===== config.mk =====
export PLATFORM = sky130hd
export DESIGN_NAME = vtc_top
export DESIGN_NICKNAME = d
export VERILOG_FILES = /design/src/hw/vtc_pkg.sv /design/src/hw/vtc_cursor_latch.sv /design/src/hw/vtc_line_counter.sv /design/src/hw/vtc_top.sv
export SDC_FILE = /design/constraint.sdc
export NUM_CORES = 1
export LEC_CHECK = 0
export ABC_AREA = 0
export ABC_CLOCK_PERIOD_IN_PS = 4700
export CAP_MARGIN = 25
export CORE_MARGIN = 8
export CORE_UTILIZATION = 57
export CTS_CLUSTER_DIAMETER = 120
export DETAILED_ROUTE_END_ITERATION = 8
export DONT_BUFFER_PORTS = 1
export PLACE_DENSITY = 0.72
export SLEW_MARGIN = 5
export SYNTH_ARGS = -nofsm -noshare
export SYNTH_HDL_FRONTEND = slang
export SYNTH_HIERARCHICAL = 1
export SYNTH_SLANG_ARGS = --single-unit

===== constraint.sdc =====
create_clock -name sys_clk_i -period 4.7 [get_ports sys_clk_i]
set_input_delay 0.47 -clock sys_clk_i [delete_from_list [all_inputs] [get_ports sys_clk_i]]
set_output_delay 0.47 -clock sys_clk_i [all_outputs]
set_load 0.05 [all_outputs]

===== src/hw/vtc_pkg.sv =====
/*
 * Constants of the vertical timing block: register addresses,
 * field layout and reset values.
 * Assumes byte addresses of 32-bit words.
 */
package vtc_pkg;

    // ------------------------------------------------------------
    // Register byte addresses
    // ------------------------------------------------------------
    localparam int VTC_ADDR_W = 16;
    localparam logic [15:0] VTC_OFS_VBLANK_LINES = 16'h8344;
    localparam logic [15:0] VTC_OFS_CRT_VSYNC_LINES = 16'h8348;
    localparam logic [15:0] VTC_OFS_PANEL_VSYNC_LINES = 16'h834C;
    localparam logic [15:0] VTC_OFS_CURSOR_HORIZONTAL = 16'h8350;
    localparam logic [15:0] VTC_OFS_CURRENT_SCANLINE = 16'h8354;
    localparam logic [15:0] VTC_OFS_CURSOR_VERTICAL = 16'h8358;
    localparam logic [15:0] VTC_OFS_SPLIT_COMPARE = 16'h835C;
    localparam logic [15:0] VTC_OFS_CURSOR_MODE = 16'h8360;

    // ------------------------------------------------------------
    // Field layout
    // ------------------------------------------------------------
    localparam int VTC_LINE_W = 11;
    localparam int VTC_LO_LSB = 0;
    localparam int VTC_HI_LSB = 16;
    localparam int VTC_HOT_LSB = 11;
    localparam int VTC_HOT_W = 5;
    localparam int VTC_CURY_W = 10;
    localparam int VTC_ALT_BIT = 0;
    localparam int VTC_DIFF_W = 12;

    // Cursor pattern is 32x32
    localparam logic [11:0] VTC_PATTERN_SIZE = 12'h020;

    // ------------------------------------------------------------
    // Reset values
    // ------------------------------------------------------------
    localparam logic [10:0] VTC_LINE_RST = 11'h000;
    localparam logic [4:0] VTC_HOT_RST = 5'h00;
    localparam logic [9:0] VTC_CURY_RST = 10'h000;
    localparam logic [31:0] VTC_RDATA_IDLE = 32'h0000_0000;

endpackage


===== src/hw/vtc_cursor_latch.sv =====
/*
 * Frame-start capture of the cursor coordinates and hot-spot offsets.
 * Assumes frame_start_i is a one-cycle pulse at the top of each frame.
 */
`timescale 1ns/10ps
module vtc_cursor_latch (
    input wire logic sys_clk_i,
    input wire logic reset_i,
    input wire logic frame_start_i,
    input wire logic [10:0] x_i,
    input wire logic [4:0] x_hot_i,
    input wire logic [9:0] y_i,
    input wire logic [4:0] y_hot_i,
    output logic [10:0] x_o,
    output logic [4:0] x_hot_o,
    output logic [9:0] y_o,
    output logic [4:0] y_hot_o
);

    // Only frame start loads, so a mid-frame move never tears the shape
    always_ff @(posedge sys_clk_i) begin
        if (reset_i) begin
            x_o <= vtc_pkg::VTC_LINE_RST;
            x_hot_o <= vtc_pkg::VTC_HOT_RST;
            y_o <= vtc_pkg::VTC_CURY_RST;
            y_hot_o <= vtc_pkg::VTC_HOT_RST;
        end else if (frame_start_i) begin
            x_o <= x_i;
            x_hot_o <= x_hot_i;
            y_o <= y_i;
            y_hot_o <= y_hot_i;
        end
    end

endmodule


===== src/hw/vtc_line_counter.sv =====
/*
 * Vertical line counter, stepped by line-end and, when interlaced,
 * mid-line pulses.
 * Assumes both pulses are one cycle wide on sys_clk_i.
 */
`timescale 1ns/10ps
module vtc_line_counter (
    input wire logic sys_clk_i,
    input wire logic reset_i,
    input wire logic line_end_i,
    input wire logic half_line_i,
    input wire logic interlace_i,
    input wire logic [10:0] vtotal_i,
    output logic [10:0] count_o,
    output logic advance_o,
    output logic wrap_o
);

    logic [10:0] count_q;

    // Interlaced frames step twice per line, so odd totals split a line
    assign advance_o = line_end_i | (interlace_i & half_line_i);
    assign wrap_o = advance_o && (count_q == vtotal_i);
    assign count_o = count_q;

    // ------------------------------------------------------------
    // Counter
    // ------------------------------------------------------------
    always_ff @(posedge sys_clk_i) begin
        if (reset_i) begin
            count_q <= vtc_pkg::VTC_LINE_RST;
        end else if (wrap_o) begin
            count_q <= vtc_pkg::VTC_LINE_RST;
        end else if (advance_o) begin
            count_q <= 11'(count_q + 11'h001);
        end
    end

endmodule


===== src/hw/vtc_top.sv =====
/*
 * Vertical timing and cursor position logic of a display controller:
 * blank and sync compares, scanline readback, cursor hits,
 * alternate and split-screen line compares.
 * Assumes horizontal timing gives line-end, mid-line and column
 * inputs on sys_clk_i; lock and split enable come from
 * registers elsewhere.
 */
// Functional notes
// - Blank end field bits 26:16 holds line minus one where blank deasserts.
// - Blank start field bits 10:0 holds line minus one where blank asserts.
// - CRT sync end field bits 26:16 holds line minus one where sync deasserts.
// - CRT sync start field bits 10:0 holds line minus one where sync asserts.
// - Interlaced counter steps twice per line; odd totals give mid-line sync.
// - Panel sync goes inactive after its end field line and active again after its start field line.
// - Cursor coordinates are captured only at frame start.
// - Five-bit horizontal hot spot picks first shown pattern column.
// - Eleven-bit cursor X gives upper-left pixel from origin.
// - Read-only eleven-bit current scanline; upper bits read zero.
// - Five-bit vertical hot spot picks first shown pattern line.
// - Ten-bit cursor Y gives upper-left line; bit 10 reserved.
// - Cursor Y may act as offset-load line compare; cursor then disabled.
// - Eleven-bit split compare line in low bits; upper bits reserved.
// - Split line hit with enable set resets the fetch address.
`timescale 1ns/10ps
module vtc_top (
    input wire logic sys_clk_i,
    input wire logic reset_i,
    input wire logic [15:0] reg_addr_i,
    input wire logic [31:0] reg_wdata_i,
    input wire logic reg_wr_i,
    input wire logic reg_rd_i,
    output logic [31:0] reg_rdata_o,
    input wire logic line_end_i,
    input wire logic half_line_i,
    input wire logic interlace_i,
    input wire logic [10:0] vtotal_i,
    input wire logic [10:0] pixel_col_i,
    input wire logic lock_released_i,
    input wire logic split_compare_enable_i,
    output logic vblank_o,
    output logic crt_vsync_o,
    output logic panel_vsync_o,
    output logic frame_start_o,
    output logic fetch_reset_o,
    output logic offset_load_o,
    output logic cursor_hit_o,
    output logic [4:0] cursor_row_o,
    output logic [4:0] cursor_col_o
);

    // ------------------------------------------------------------
    // Helpers
    // ------------------------------------------------------------

    // Compare fields hold target line minus one: the output flips when the
    // counter leaves that value, i.e. as it enters the named line
    function automatic logic line_hit(input logic advance, input logic [10:0] count,
                                      input logic [10:0] field);
        line_hit = advance && (count == field);
    endfunction

    // Pack a lower and upper line field into a read word, reserved bits zero
    function automatic logic [31:0] pack_pair(input logic [10:0] lo, input logic [10:0] hi);
        logic [31:0] w;
        w = 32'h0000_0000;
        w[vtc_pkg::VTC_LO_LSB +: vtc_pkg::VTC_LINE_W] = lo;
        w[vtc_pkg::VTC_HI_LSB +: vtc_pkg::VTC_LINE_W] = hi;
        pack_pair = w;
    endfunction

    // Distance into the cursor pattern, offset by hot spot; in range flag on top
    function automatic logic [5:0] pattern_index(input logic [10:0] pos, input logic [10:0] origin,
                                                 input logic [4:0] hot);
        logic [11:0] diff;
        logic [11:0] idx;
        diff = 12'({1'b0, pos} - {1'b0, origin});
        idx = 12'(diff + {7'h00, hot});
        pattern_index = {(!diff[11] && idx < vtc_pkg::VTC_PATTERN_SIZE), idx[4:0]};
    endfunction

    // ------------------------------------------------------------
    // Registers
    // ------------------------------------------------------------
    logic [10:0] vblank_start_q;
    logic [10:0] vblank_end_q;
    logic [10:0] vsync_start_q;
    logic [10:0] vsync_end_q;
    logic [10:0] panel_start_q;
    logic [10:0] panel_end_q;
    logic [10:0] cursor_x_q;
    logic [4:0] cursor_x_hot_q;
    logic [9:0] cursor_y_q;
    logic [4:0] cursor_y_hot_q;
    logic [10:0] split_line_q;
    logic alt_compare_q;

    logic [10:0] scanline_now;
    logic advance;
    logic wrap;
    logic [10:0] lat_x;
    logic [4:0] lat_x_hot;
    logic [9:0] lat_y;
    logic [4:0] lat_y_hot;
    logic [5:0] row_idx;
    logic [5:0] col_idx;
    logic wr_locked_ok;

    // Timing registers are shut while the lock is held
    assign wr_locked_ok = reg_wr_i && lock_released_i;

    // Locked vertical timing registers; only field bits are stored
    always_ff @(posedge sys_clk_i) begin
        if (reset_i) begin
            vblank_start_q <= vtc_pkg::VTC_LINE_RST;
            vblank_end_q <= vtc_pkg::VTC_LINE_RST;
            vsync_start_q <= vtc_pkg::VTC_LINE_RST;
            vsync_end_q <= vtc_pkg::VTC_LINE_RST;
            panel_start_q <= vtc_pkg::VTC_LINE_RST;
            panel_end_q <= vtc_pkg::VTC_LINE_RST;
        end else if (wr_locked_ok) begin
            unique case (reg_addr_i)
                vtc_pkg::VTC_OFS_VBLANK_LINES: begin
                    vblank_start_q <= reg_wdata_i[vtc_pkg::VTC_LO_LSB +: vtc_pkg::VTC_LINE_W];
                    vblank_end_q <= reg_wdata_i[vtc_pkg::VTC_HI_LSB +: vtc_pkg::VTC_LINE_W];
                end
                vtc_pkg::VTC_OFS_CRT_VSYNC_LINES: begin
                    vsync_start_q <= reg_wdata_i[vtc_pkg::VTC_LO_LSB +: vtc_pkg::VTC_LINE_W];
                    vsync_end_q <= reg_wdata_i[vtc_pkg::VTC_HI_LSB +: vtc_pkg::VTC_LINE_W];
                end
                vtc_pkg::VTC_OFS_PANEL_VSYNC_LINES: begin
                    panel_start_q <= reg_wdata_i[vtc_pkg::VTC_LO_LSB +: vtc_pkg::VTC_LINE_W];
                    panel_end_q <= reg_wdata_i[vtc_pkg::VTC_HI_LSB +: vtc_pkg::VTC_LINE_W];
                end
                default: begin
                end
            endcase
        end
    end

    // Unlocked cursor, split and mode registers
    always_ff @(posedge sys_clk_i) begin
        if (reset_i) begin
            cursor_x_q <= vtc_pkg::VTC_LINE_RST;
            cursor_x_hot_q <= vtc_pkg::VTC_HOT_RST;
            cursor_y_q <= vtc_pkg::VTC_CURY_RST;
            cursor_y_hot_q <= vtc_pkg::VTC_HOT_RST;
            split_line_q <= vtc_pkg::VTC_LINE_RST;
            alt_compare_q <= 1'b0;
        end else if (reg_wr_i) begin
            unique case (reg_addr_i)
                vtc_pkg::VTC_OFS_CURSOR_HORIZONTAL: begin
                    cursor_x_q <= reg_wdata_i[vtc_pkg::VTC_LO_LSB +: vtc_pkg::VTC_LINE_W];
                    cursor_x_hot_q <= reg_wdata_i[vtc_pkg::VTC_HOT_LSB +: vtc_pkg::VTC_HOT_W];
                end
                vtc_pkg::VTC_OFS_CURSOR_VERTICAL: begin
                    cursor_y_q <= reg_wdata_i[vtc_pkg::VTC_LO_LSB +: vtc_pkg::VTC_CURY_W];
                    cursor_y_hot_q <= reg_wdata_i[vtc_pkg::VTC_HOT_LSB +: vtc_pkg::VTC_HOT_W];
                end
                vtc_pkg::VTC_OFS_SPLIT_COMPARE: begin
                    split_line_q <= reg_wdata_i[vtc_pkg::VTC_LO_LSB +: vtc_pkg::VTC_LINE_W];
                end
                vtc_pkg::VTC_OFS_CURSOR_MODE: begin
                    alt_compare_q <= reg_wdata_i[vtc_pkg::VTC_ALT_BIT];
                end
                default: begin
                end
            endcase
        end
    end

    // ------------------------------------------------------------
    // Read port
    // ------------------------------------------------------------

    // Data stand one cycle after the strobe; unmapped reads zero
    always_ff @(posedge sys_clk_i) begin
        if (reset_i || !reg_rd_i) begin
            reg_rdata_o <= vtc_pkg::VTC_RDATA_IDLE;
        end else begin
            unique case (reg_addr_i)
                vtc_pkg::VTC_OFS_VBLANK_LINES: reg_rdata_o <= pack_pair(vblank_start_q, vblank_end_q);
                vtc_pkg::VTC_OFS_CRT_VSYNC_LINES: reg_rdata_o <= pack_pair(vsync_start_q, vsync_end_q);
                vtc_pkg::VTC_OFS_PANEL_VSYNC_LINES: reg_rdata_o <= pack_pair(panel_start_q, panel_end_q);
                vtc_pkg::VTC_OFS_CURSOR_HORIZONTAL: begin
                    reg_rdata_o <= {16'h0000, cursor_x_hot_q, cursor_x_q};
                end
                vtc_pkg::VTC_OFS_CURRENT_SCANLINE: begin
                    reg_rdata_o <= pack_pair(scanline_now, vtc_pkg::VTC_LINE_RST);
                end
                vtc_pkg::VTC_OFS_CURSOR_VERTICAL: begin
                    reg_rdata_o <= {16'h0000, cursor_y_hot_q, 1'b0, cursor_y_q};
                end
                vtc_pkg::VTC_OFS_SPLIT_COMPARE: reg_rdata_o <= pack_pair(split_line_q, vtc_pkg::VTC_LINE_RST);
                vtc_pkg::VTC_OFS_CURSOR_MODE: reg_rdata_o <= {31'h0000_0000, alt_compare_q};
                default: reg_rdata_o <= vtc_pkg::VTC_RDATA_IDLE;
            endcase
        end
    end

    // ------------------------------------------------------------
    // Line counter and cursor capture
    // ------------------------------------------------------------

    // Counter shares sys_clk_i, so a single read is already coherent;
    // the double read that software performs stays harmless
    vtc_line_counter u_counter (
        .sys_clk_i(sys_clk_i),
        .reset_i(reset_i),
        .line_end_i(line_end_i),
        .half_line_i(half_line_i),
        .interlace_i(interlace_i),
        .vtotal_i(vtotal_i),
        .count_o(scanline_now),
        .advance_o(advance),
        .wrap_o(wrap)
    );

    vtc_cursor_latch u_cursor (
        .sys_clk_i(sys_clk_i),
        .reset_i(reset_i),
        .frame_start_i(wrap),
        .x_i(cursor_x_q),
        .x_hot_i(cursor_x_hot_q),
        .y_i(cursor_y_q),
        .y_hot_i(cursor_y_hot_q),
        .x_o(lat_x),
        .x_hot_o(lat_x_hot),
        .y_o(lat_y),
        .y_hot_o(lat_y_hot)
    );

    // ------------------------------------------------------------
    // Vertical blank and sync
    // ------------------------------------------------------------

    // End wins when start and end share a line
    always_ff @(posedge sys_clk_i) begin
        if (reset_i) begin
            vblank_o <= 1'b0;
        end else if (line_hit(advance, scanline_now, vblank_end_q)) begin
            vblank_o <= 1'b0;
        end else if (line_hit(advance, scanline_now, vblank_start_q)) begin
            vblank_o <= 1'b1;
        end
    end

    // Half-line steps let interlaced sync start mid-line on alternate fields
    always_ff @(posedge sys_clk_i) begin
        if (reset_i) begin
            crt_vsync_o <= 1'b0;
        end else if (line_hit(advance, scanline_now, vsync_end_q)) begin
            crt_vsync_o <= 1'b0;
        end else if (line_hit(advance, scanline_now, vsync_start_q)) begin
            crt_vsync_o <= 1'b1;
        end
    end

    // Panel sync holds its level between the two compares
    always_ff @(posedge sys_clk_i) begin
        if (reset_i) begin
            panel_vsync_o <= 1'b0;
        end else if (line_hit(advance, scanline_now, panel_end_q)) begin
            panel_vsync_o <= 1'b0;
        end else if (line_hit(advance, scanline_now, panel_start_q)) begin
            panel_vsync_o <= 1'b1;
        end
    end

    // ------------------------------------------------------------
    // Frame events
    // ------------------------------------------------------------

    // Pulses fire as the counter leaves the compared line
    always_ff @(posedge sys_clk_i) begin
        if (reset_i) begin
            frame_start_o <= 1'b0;
            fetch_reset_o <= 1'b0;
            offset_load_o <= 1'b0;
        end else begin
            frame_start_o <= wrap;
            fetch_reset_o <= split_compare_enable_i && line_hit(advance, scanline_now, split_line_q);
            offset_load_o <= alt_compare_q && line_hit(advance, scanline_now, {1'b0, cursor_y_q});
        end
    end

    // ------------------------------------------------------------
    // Cursor hit
    // ------------------------------------------------------------
    assign row_idx = pattern_index(scanline_now, {1'b0, lat_y}, lat_y_hot);
    assign col_idx = pattern_index(pixel_col_i, lat_x, lat_x_hot);

    // Hot spot shifts the pattern so only its far part shows at the edge;
    // the alternate compare use takes the Y field away from the cursor
    always_ff @(posedge sys_clk_i) begin
        if (reset_i) begin
            cursor_hit_o <= 1'b0;
            cursor_row_o <= vtc_pkg::VTC_HOT_RST;
            cursor_col_o <= vtc_pkg::VTC_HOT_RST;
        end else begin
            cursor_hit_o <= row_idx[5] && col_idx[5] && !alt_compare_q;
            cursor_row_o <= row_idx[4:0];
            cursor_col_o <= col_idx[4:0];
        end
    end

endmodule

Word level (Yosys, flattened, before mapping)
Cells that the tools add are included.

storage, ports and cells
  word-level logic and storage cells = 86
  memories = 0
  bits of input ports = 79
  ROM bits = 0
  memory bits (writable) = 0
  flip-flop bits (word level) = 200
  bits in latches = 0
  output and inout port bits = 49

operators by class
  bitwise operators = 2
  equal/unequal tests = 17
  $lt $le $gt $ge = 2
  multiplexer cells = 1
  $mul = 0
  shift-type cells = 0
  add/subtract/negate cells = 5
  divide/modulo/power cells = 0
  reductions and logical operators = 32

operators by type and width
  operator                 number
  $pmux W27 S8             1
  $eq A16 B16 Y1 const B   8
  $eq A11 B11 Y1           8
  $add A12 B5 Y12          2
  $lt A12 B6 Y1 const B    2
  $logic_and A1 B1 Y1      16
  $reduce_and A2 Y1        7
  $sub A11 B10 Y12         1
  $sub A11 B11 Y12         1
  $add A11 B1 Y11 const B  1
  $eq A11 B10 Y1           1
  $reduce_or A2 Y1         4
  $logic_not A1 Y1         4
  $and A1 B1 Y1            1
  $logic_or A1 B1 Y1       1
  $or A1 B1 Y1             1

Longest topological paths before layout
  depth after elaboration = 6
  mapped depth = 15

Cells and area by module
The synthesis kept the hierarchy.

modules (own cells, without submodules)
  module            seq. area each (um^2)  cells each  area an instance (um^2)  instances
  vtc_top           3062.9                 917         8094.0                   1
  vtc_cursor_latch  620.6                  100         1129.8                   1
  vtc_line_counter  220.2                  73          641.9                    1

Worst setup path after synthesis
No wires, ideal clock.

  path kind = reg-to-reg
  start point = register u_counter.count_q[0], in the netlist u_counter/count_o[0]
  end point = register cursor_hit_o
  required time = 4.639 ns
  setup time = 0.061 ns
  stages on the path, launching flop included = 16
  setup slack = 0.983 ns
  buffers on the path = 1
  data arrival time = 3.655 ns
  path through = dfxtp_1 clkbuf_1 inv_1 ha_1 fa_1 nor2b_1 o31a_1 a21oi_1 ha_1 or4_1 a221oi_1 o2111ai_1 a211oi_1 o2111ai_1 a2111oi_0 and4_1

between the ends
  cells in the longest elaborated chain, start to end = 6
  elaborated cells between the ends (all ways) = 7
  those cells by class = add/sub (2); order compare (1); reduce/logical (4)

RTL lines
  item                                  line                    source
  from (decl)                           vtc_line_counter.sv:19  logic [10:0] count_q;
  from (signal assigned)                vtc_line_counter.sv:31  count_q <= vtc_pkg::VTC_LINE_RST;
  from (signal assigned)                vtc_line_counter.sv:33  count_q <= vtc_pkg::VTC_LINE_RST;
  from (signal assigned)                vtc_line_counter.sv:35  count_q <= 11'(count_q + 11'h001);
  $sub A11 B10 Y12 (*)                  vtc_top.sv:77           diff = 12'({1'b0, pos} - {1'b0, origin});
  $add A12 B5 Y12                       vtc_top.sv:78           idx = 12'(diff + {7'h00, hot});
  $lt A12 B6 Y1                         vtc_top.sv:79           pattern_index = {(!diff[11] && idx < vtc_pkg::VTC_PATTERN_SIZE), idx[4:0]};
  $logic_and A1 B1 Y1 (*)               vtc_top.sv:79
  $logic_and A1 B1 Y1 (*) (2 in a row)  vtc_top.sv:301          cursor_hit_o <= row_idx[5] && col_idx[5] && !alt_compare_q;
  to (signal assigned)                  vtc_top.sv:301
  to (decl)                             vtc_top.sv:47           output logic cursor_hit_o,

Mark *: on every way between the ends. The rest lies on a longest branch, timed or not.
A chain may end at the register's enable or synchronous reset.

Worst setup path in the final report
Same ends and word-level chain as after synthesis.

==> key figures <==
Yosys
  – Ys async rst share: 0
  – Netlist Area Pre-Place: 0.009866 mm^2
  – Synth Area in XOR/XNOR: 0.1026
  – Synth top area cells: dfxtp_1 40%, mux2i_1 11%, xnor2_1 9.6%
  – Largest family of logic cells by synthesized area: simple AND/OR/NAND/NOR gates
  – Cells after synthesis: 1090
  – Compound-Gate Fraction of Synth Area: 0.1244
  – Adder-Cell Fraction of Synth Area: 0.04870
  – Top FF cell, synth: dfxtp_1
  – FF+latch count, synth: 195
  – Number of synthesized flops with an enable pin: 0
  – Top-count cell post-synth: dfxtp_1
  – Area fraction of the dominant cell type after synthesis: 0.3957
  – Post-synthesis mux area share: 0.1065
  – YS warnings: 6
  – Seq/Total Area, Yosys: 0.3957
  – Commonest cells post-synth: 195 x dfxtp_1, 148 x nor2_1, 108 x xnor2_1, 105 x mux2i_1, 88 x nand2_1
  – Area leader, netlist: dfxtp_1
  – Count of cell types in the netlist: 71
  – Mean Syn Cell Area: 9.051 um^2
  – Simple-Gate Fraction of Synth Area: 0.1684

Floorplan
  – Die W: 147.6 um
  – Core Region: 0.01712 mm^2
  – Io pins: 128
  – Die Span Y: 147.6 um
  – Row count: 48
  – Initial Util: 0.5764
  – Die area: 0.02177 mm^2

STA
  – Slew HR: 0.3015
  – Fin. Hold Viols: 0
  – F_max: 283.3 MHz
  – Max-slew violations: 0
  – Final min period: 3.530 ns
  – RSZ-0062 raised after global routing: no
  – Worst Max-Slew Pin Slew: 1.044 ns
  – Worst Clk Skew: 0.009109 ns
  – Period utilisation layout: 0.7510
  – Setup TNS Final: 0 ns
  – Setup violations, final: 0

Clock tree
  – Clock-pin slew on the worst setup and hold paths: 0.07 ns
  – CTS Hold Bufs: 0
  – CTS Buf Count: 17
  – Clk_lat worst skew: 0.44 ns
  – CTS max path bufs: 2
  – Post_cts resized: 0
  – CTS Root Cell: clkbuf_16
  – H-tree depth: 4
  – CTS tree: built
  – Clk sinks: 195
  – Post-CTS setup buffer count: 0

Global routing
  – First-pass GRT wire length: 40400 um
  – Vias in the first global route: 7288
  – Initial antenna violation count: 0
  – Largest net degree at the start of global routing: 158
  – Congestion Overflow GR: 0
  – Total global-route track usage: 0.2320

Cells and area
  – Layout cell share with drive strength beyond 1: 0.06623
  – Nets: 1175
  – Diodes inserted: 0
  – P&R area growth vs syn: 5.809%

Hold path
  – Tightest Hold Check Type: in2reg
  – Worst min-delay path startpoint: reset_i

Setup path
  – Worst Setup End Kind: flop
  – CP Launch Point: u_counter/count_o[0]
  – CP startpoint kind: flop
  – Worst Path Arrival: 3.91 ns
  – Crit Reg-Reg Startpoint: u_counter/count_o[0]
  – Critical path type: reg2reg
  – Max FO, Critical Path: 4
  – Required time worst endpoint: 5.08 ns

Drt
  – Via/cell ratio: 6.064
  – DRT antenna net count: 0
  – Pre-antenna DRT Iters: 7
  – Post-Route WL: 25940 um
  – Initial DRC Count: 895
  – WL/cell: 20.00 um
  – Vias: 7865
  – DRC Markers: 0

Pwr
  – Overall Power: 3249 uW
  – Pleak: 0.003495 uW
  – Sw power: 808.0 uW
  – Clk pwr share: 0.421
  – Internal Power: 2441 uW
  – Net Sw Frac: 0.2487
  – Sequential power share: 0.523
  – VDD IR max: 0.2804 mV
  – PwrDens: 311.2 mW/mm^2
  – Combinational power share: 0.056

Place
  – Placer Congestion: 0.8664
  – IO Port Bufs: 0
  – Detail Placement HPWL: 18340 um

Status
  – Run status: complete, no violations

Job
  – Max-cap check violation count: 0
[flip-flops by register name (all words and copies together), names as in the netlist, 5 cells and up]
name,count
cursor_col_o,5
vsync_end_q,11
vblank_end_q,11
panel_start_q,11
u_cursor/x_hot_o,5
split_line_q,11
cursor_row_o,5
reg_rdata_o,27
vsync_start_q,11
panel_end_q,11
cursor_y_hot_q,5
cursor_x_hot_q,5
u_cursor/y_hot_o,5
u_cursor/y_o,10
u_counter/count_o,11
cursor_x_q,11
cursor_y_q,10
vblank_start_q,11
u_cursor/x_o,11
[worst max-delay path, stage by stage (launching register included)]
cell and delay (ns):
dfxtp_1 0.34, inv_1 0.05, ha_1 0.21, fa_1 0.41, nor2b_1 0.17, o31a_1 0.22
a21oi_1 0.06, ha_1 0.19, or4_1 0.50, a221oi_1 0.24, o2111ai_1 0.15, a211oi_1 0.22
o2111ai_1 0.14, a2111oi_0 0.36, and4_1 0.23
[cells by family (layout without fill, tap and decap cells)]
logic type	count (synthesis)	count (layout)
adder cells (fa/ha/maj)	36	36
AO/OA/AOI/OAI	181	181
multiplexers	105	105
flip-flops	195	195
XOR/XNOR	114	114
other	1	5
buffers and inverters	105	83
AND/OR/NAND/NOR	353	353
[layer usage]
layer	part of all wire	wire (um)	up-vias	track usage
li1	-	-	3733	-
met1	0.43	11260	3706	0.3176
met2	0.44	11480	394	0.3461
met3	0.11	2814	32	0.06634
met4	0.014	374	0	0.07190
met5	0	0	-	0
[power groups by stage]
stage	Clock [uW]	Combinational [uW]	Sequential, uW
2_1_floorplan	0	160	1740
3_3_place_gp	0	176	1740
3_5_place_dp	0	179	1740
4_1_cts	1390	181	1700
5_1_grt	1460	201	1700
6_report	1370	183	1700
[per-stage QoR]
stage / std cells / instance area [um^2] / hold slack (ns) / setup slack [ns] / util
floorplan: 1094 / 9881 / 0.4483 / 0.9834 / -
global placement: 1266 / 9897 / 0.4666 / 1.077 / 0.5782
detailed placement: 1266 / 9897 / 0.4720 / 1.015 / 0.5782
CTS: 1297 / 10440 / 0.09460 / 1.136 / 0.6099
global route: 1297 / 10440 / 0.09435 / 0.8504 / 0.6099
finish: 1297 / 10440 / 0.09823 / 1.170 / 0.6099
[cells in the final DEF, fill, tap and decap left out, types with 3 or more instances in the layout]
cell / instances
a211o_1: 3
a211oi_1: 4
a21oi_1: 60
a222oi_1: 20
a22oi_1: 28
a31oi_1: 13
and2_1: 3
and3_1: 4
buf_4: 16
clkbuf_16: 17
clkinvlp_4: 3
conb_1: 5
dfxtp_1: 195
fa_1: 4
ha_1: 32
inv_1: 35
inv_6: 5
mux2i_1: 105
nand2_1: 88
nand2b_1: 4
nand3_1: 7
nand4_1: 30
nor2_1: 148
nor2_2: 4
nor2b_1: 14
nor3_1: 19
o21a_1: 8
o21ai_0: 19
o21bai_1: 4
o31a_1: 3
or2_2: 3
or3_1: 4
xnor2_1: 108
xor2_1: 5
[area by class of cell]
class	count	area (um^2)
timing repair buffer	16	120.1
clock buffer	19	442.9
inverter	36	135.1
tap	225	281.5
fill	1475	6678
clock inverter	12	98.84
multi-input combinational	794	5456
sequential	195	3904
[worst paths after layout]
check	end	slack, ns	cells past startpoint
setup / recovery	cursor_hit_o	1.17	14
hold / removal	frame_start_o	0.1	1
setup reg to reg	cursor_hit_o	1.17	14
hold reg to reg	cursor_x_hot_q[0]	0.49	2
Power figures use the tool's default switching activity.
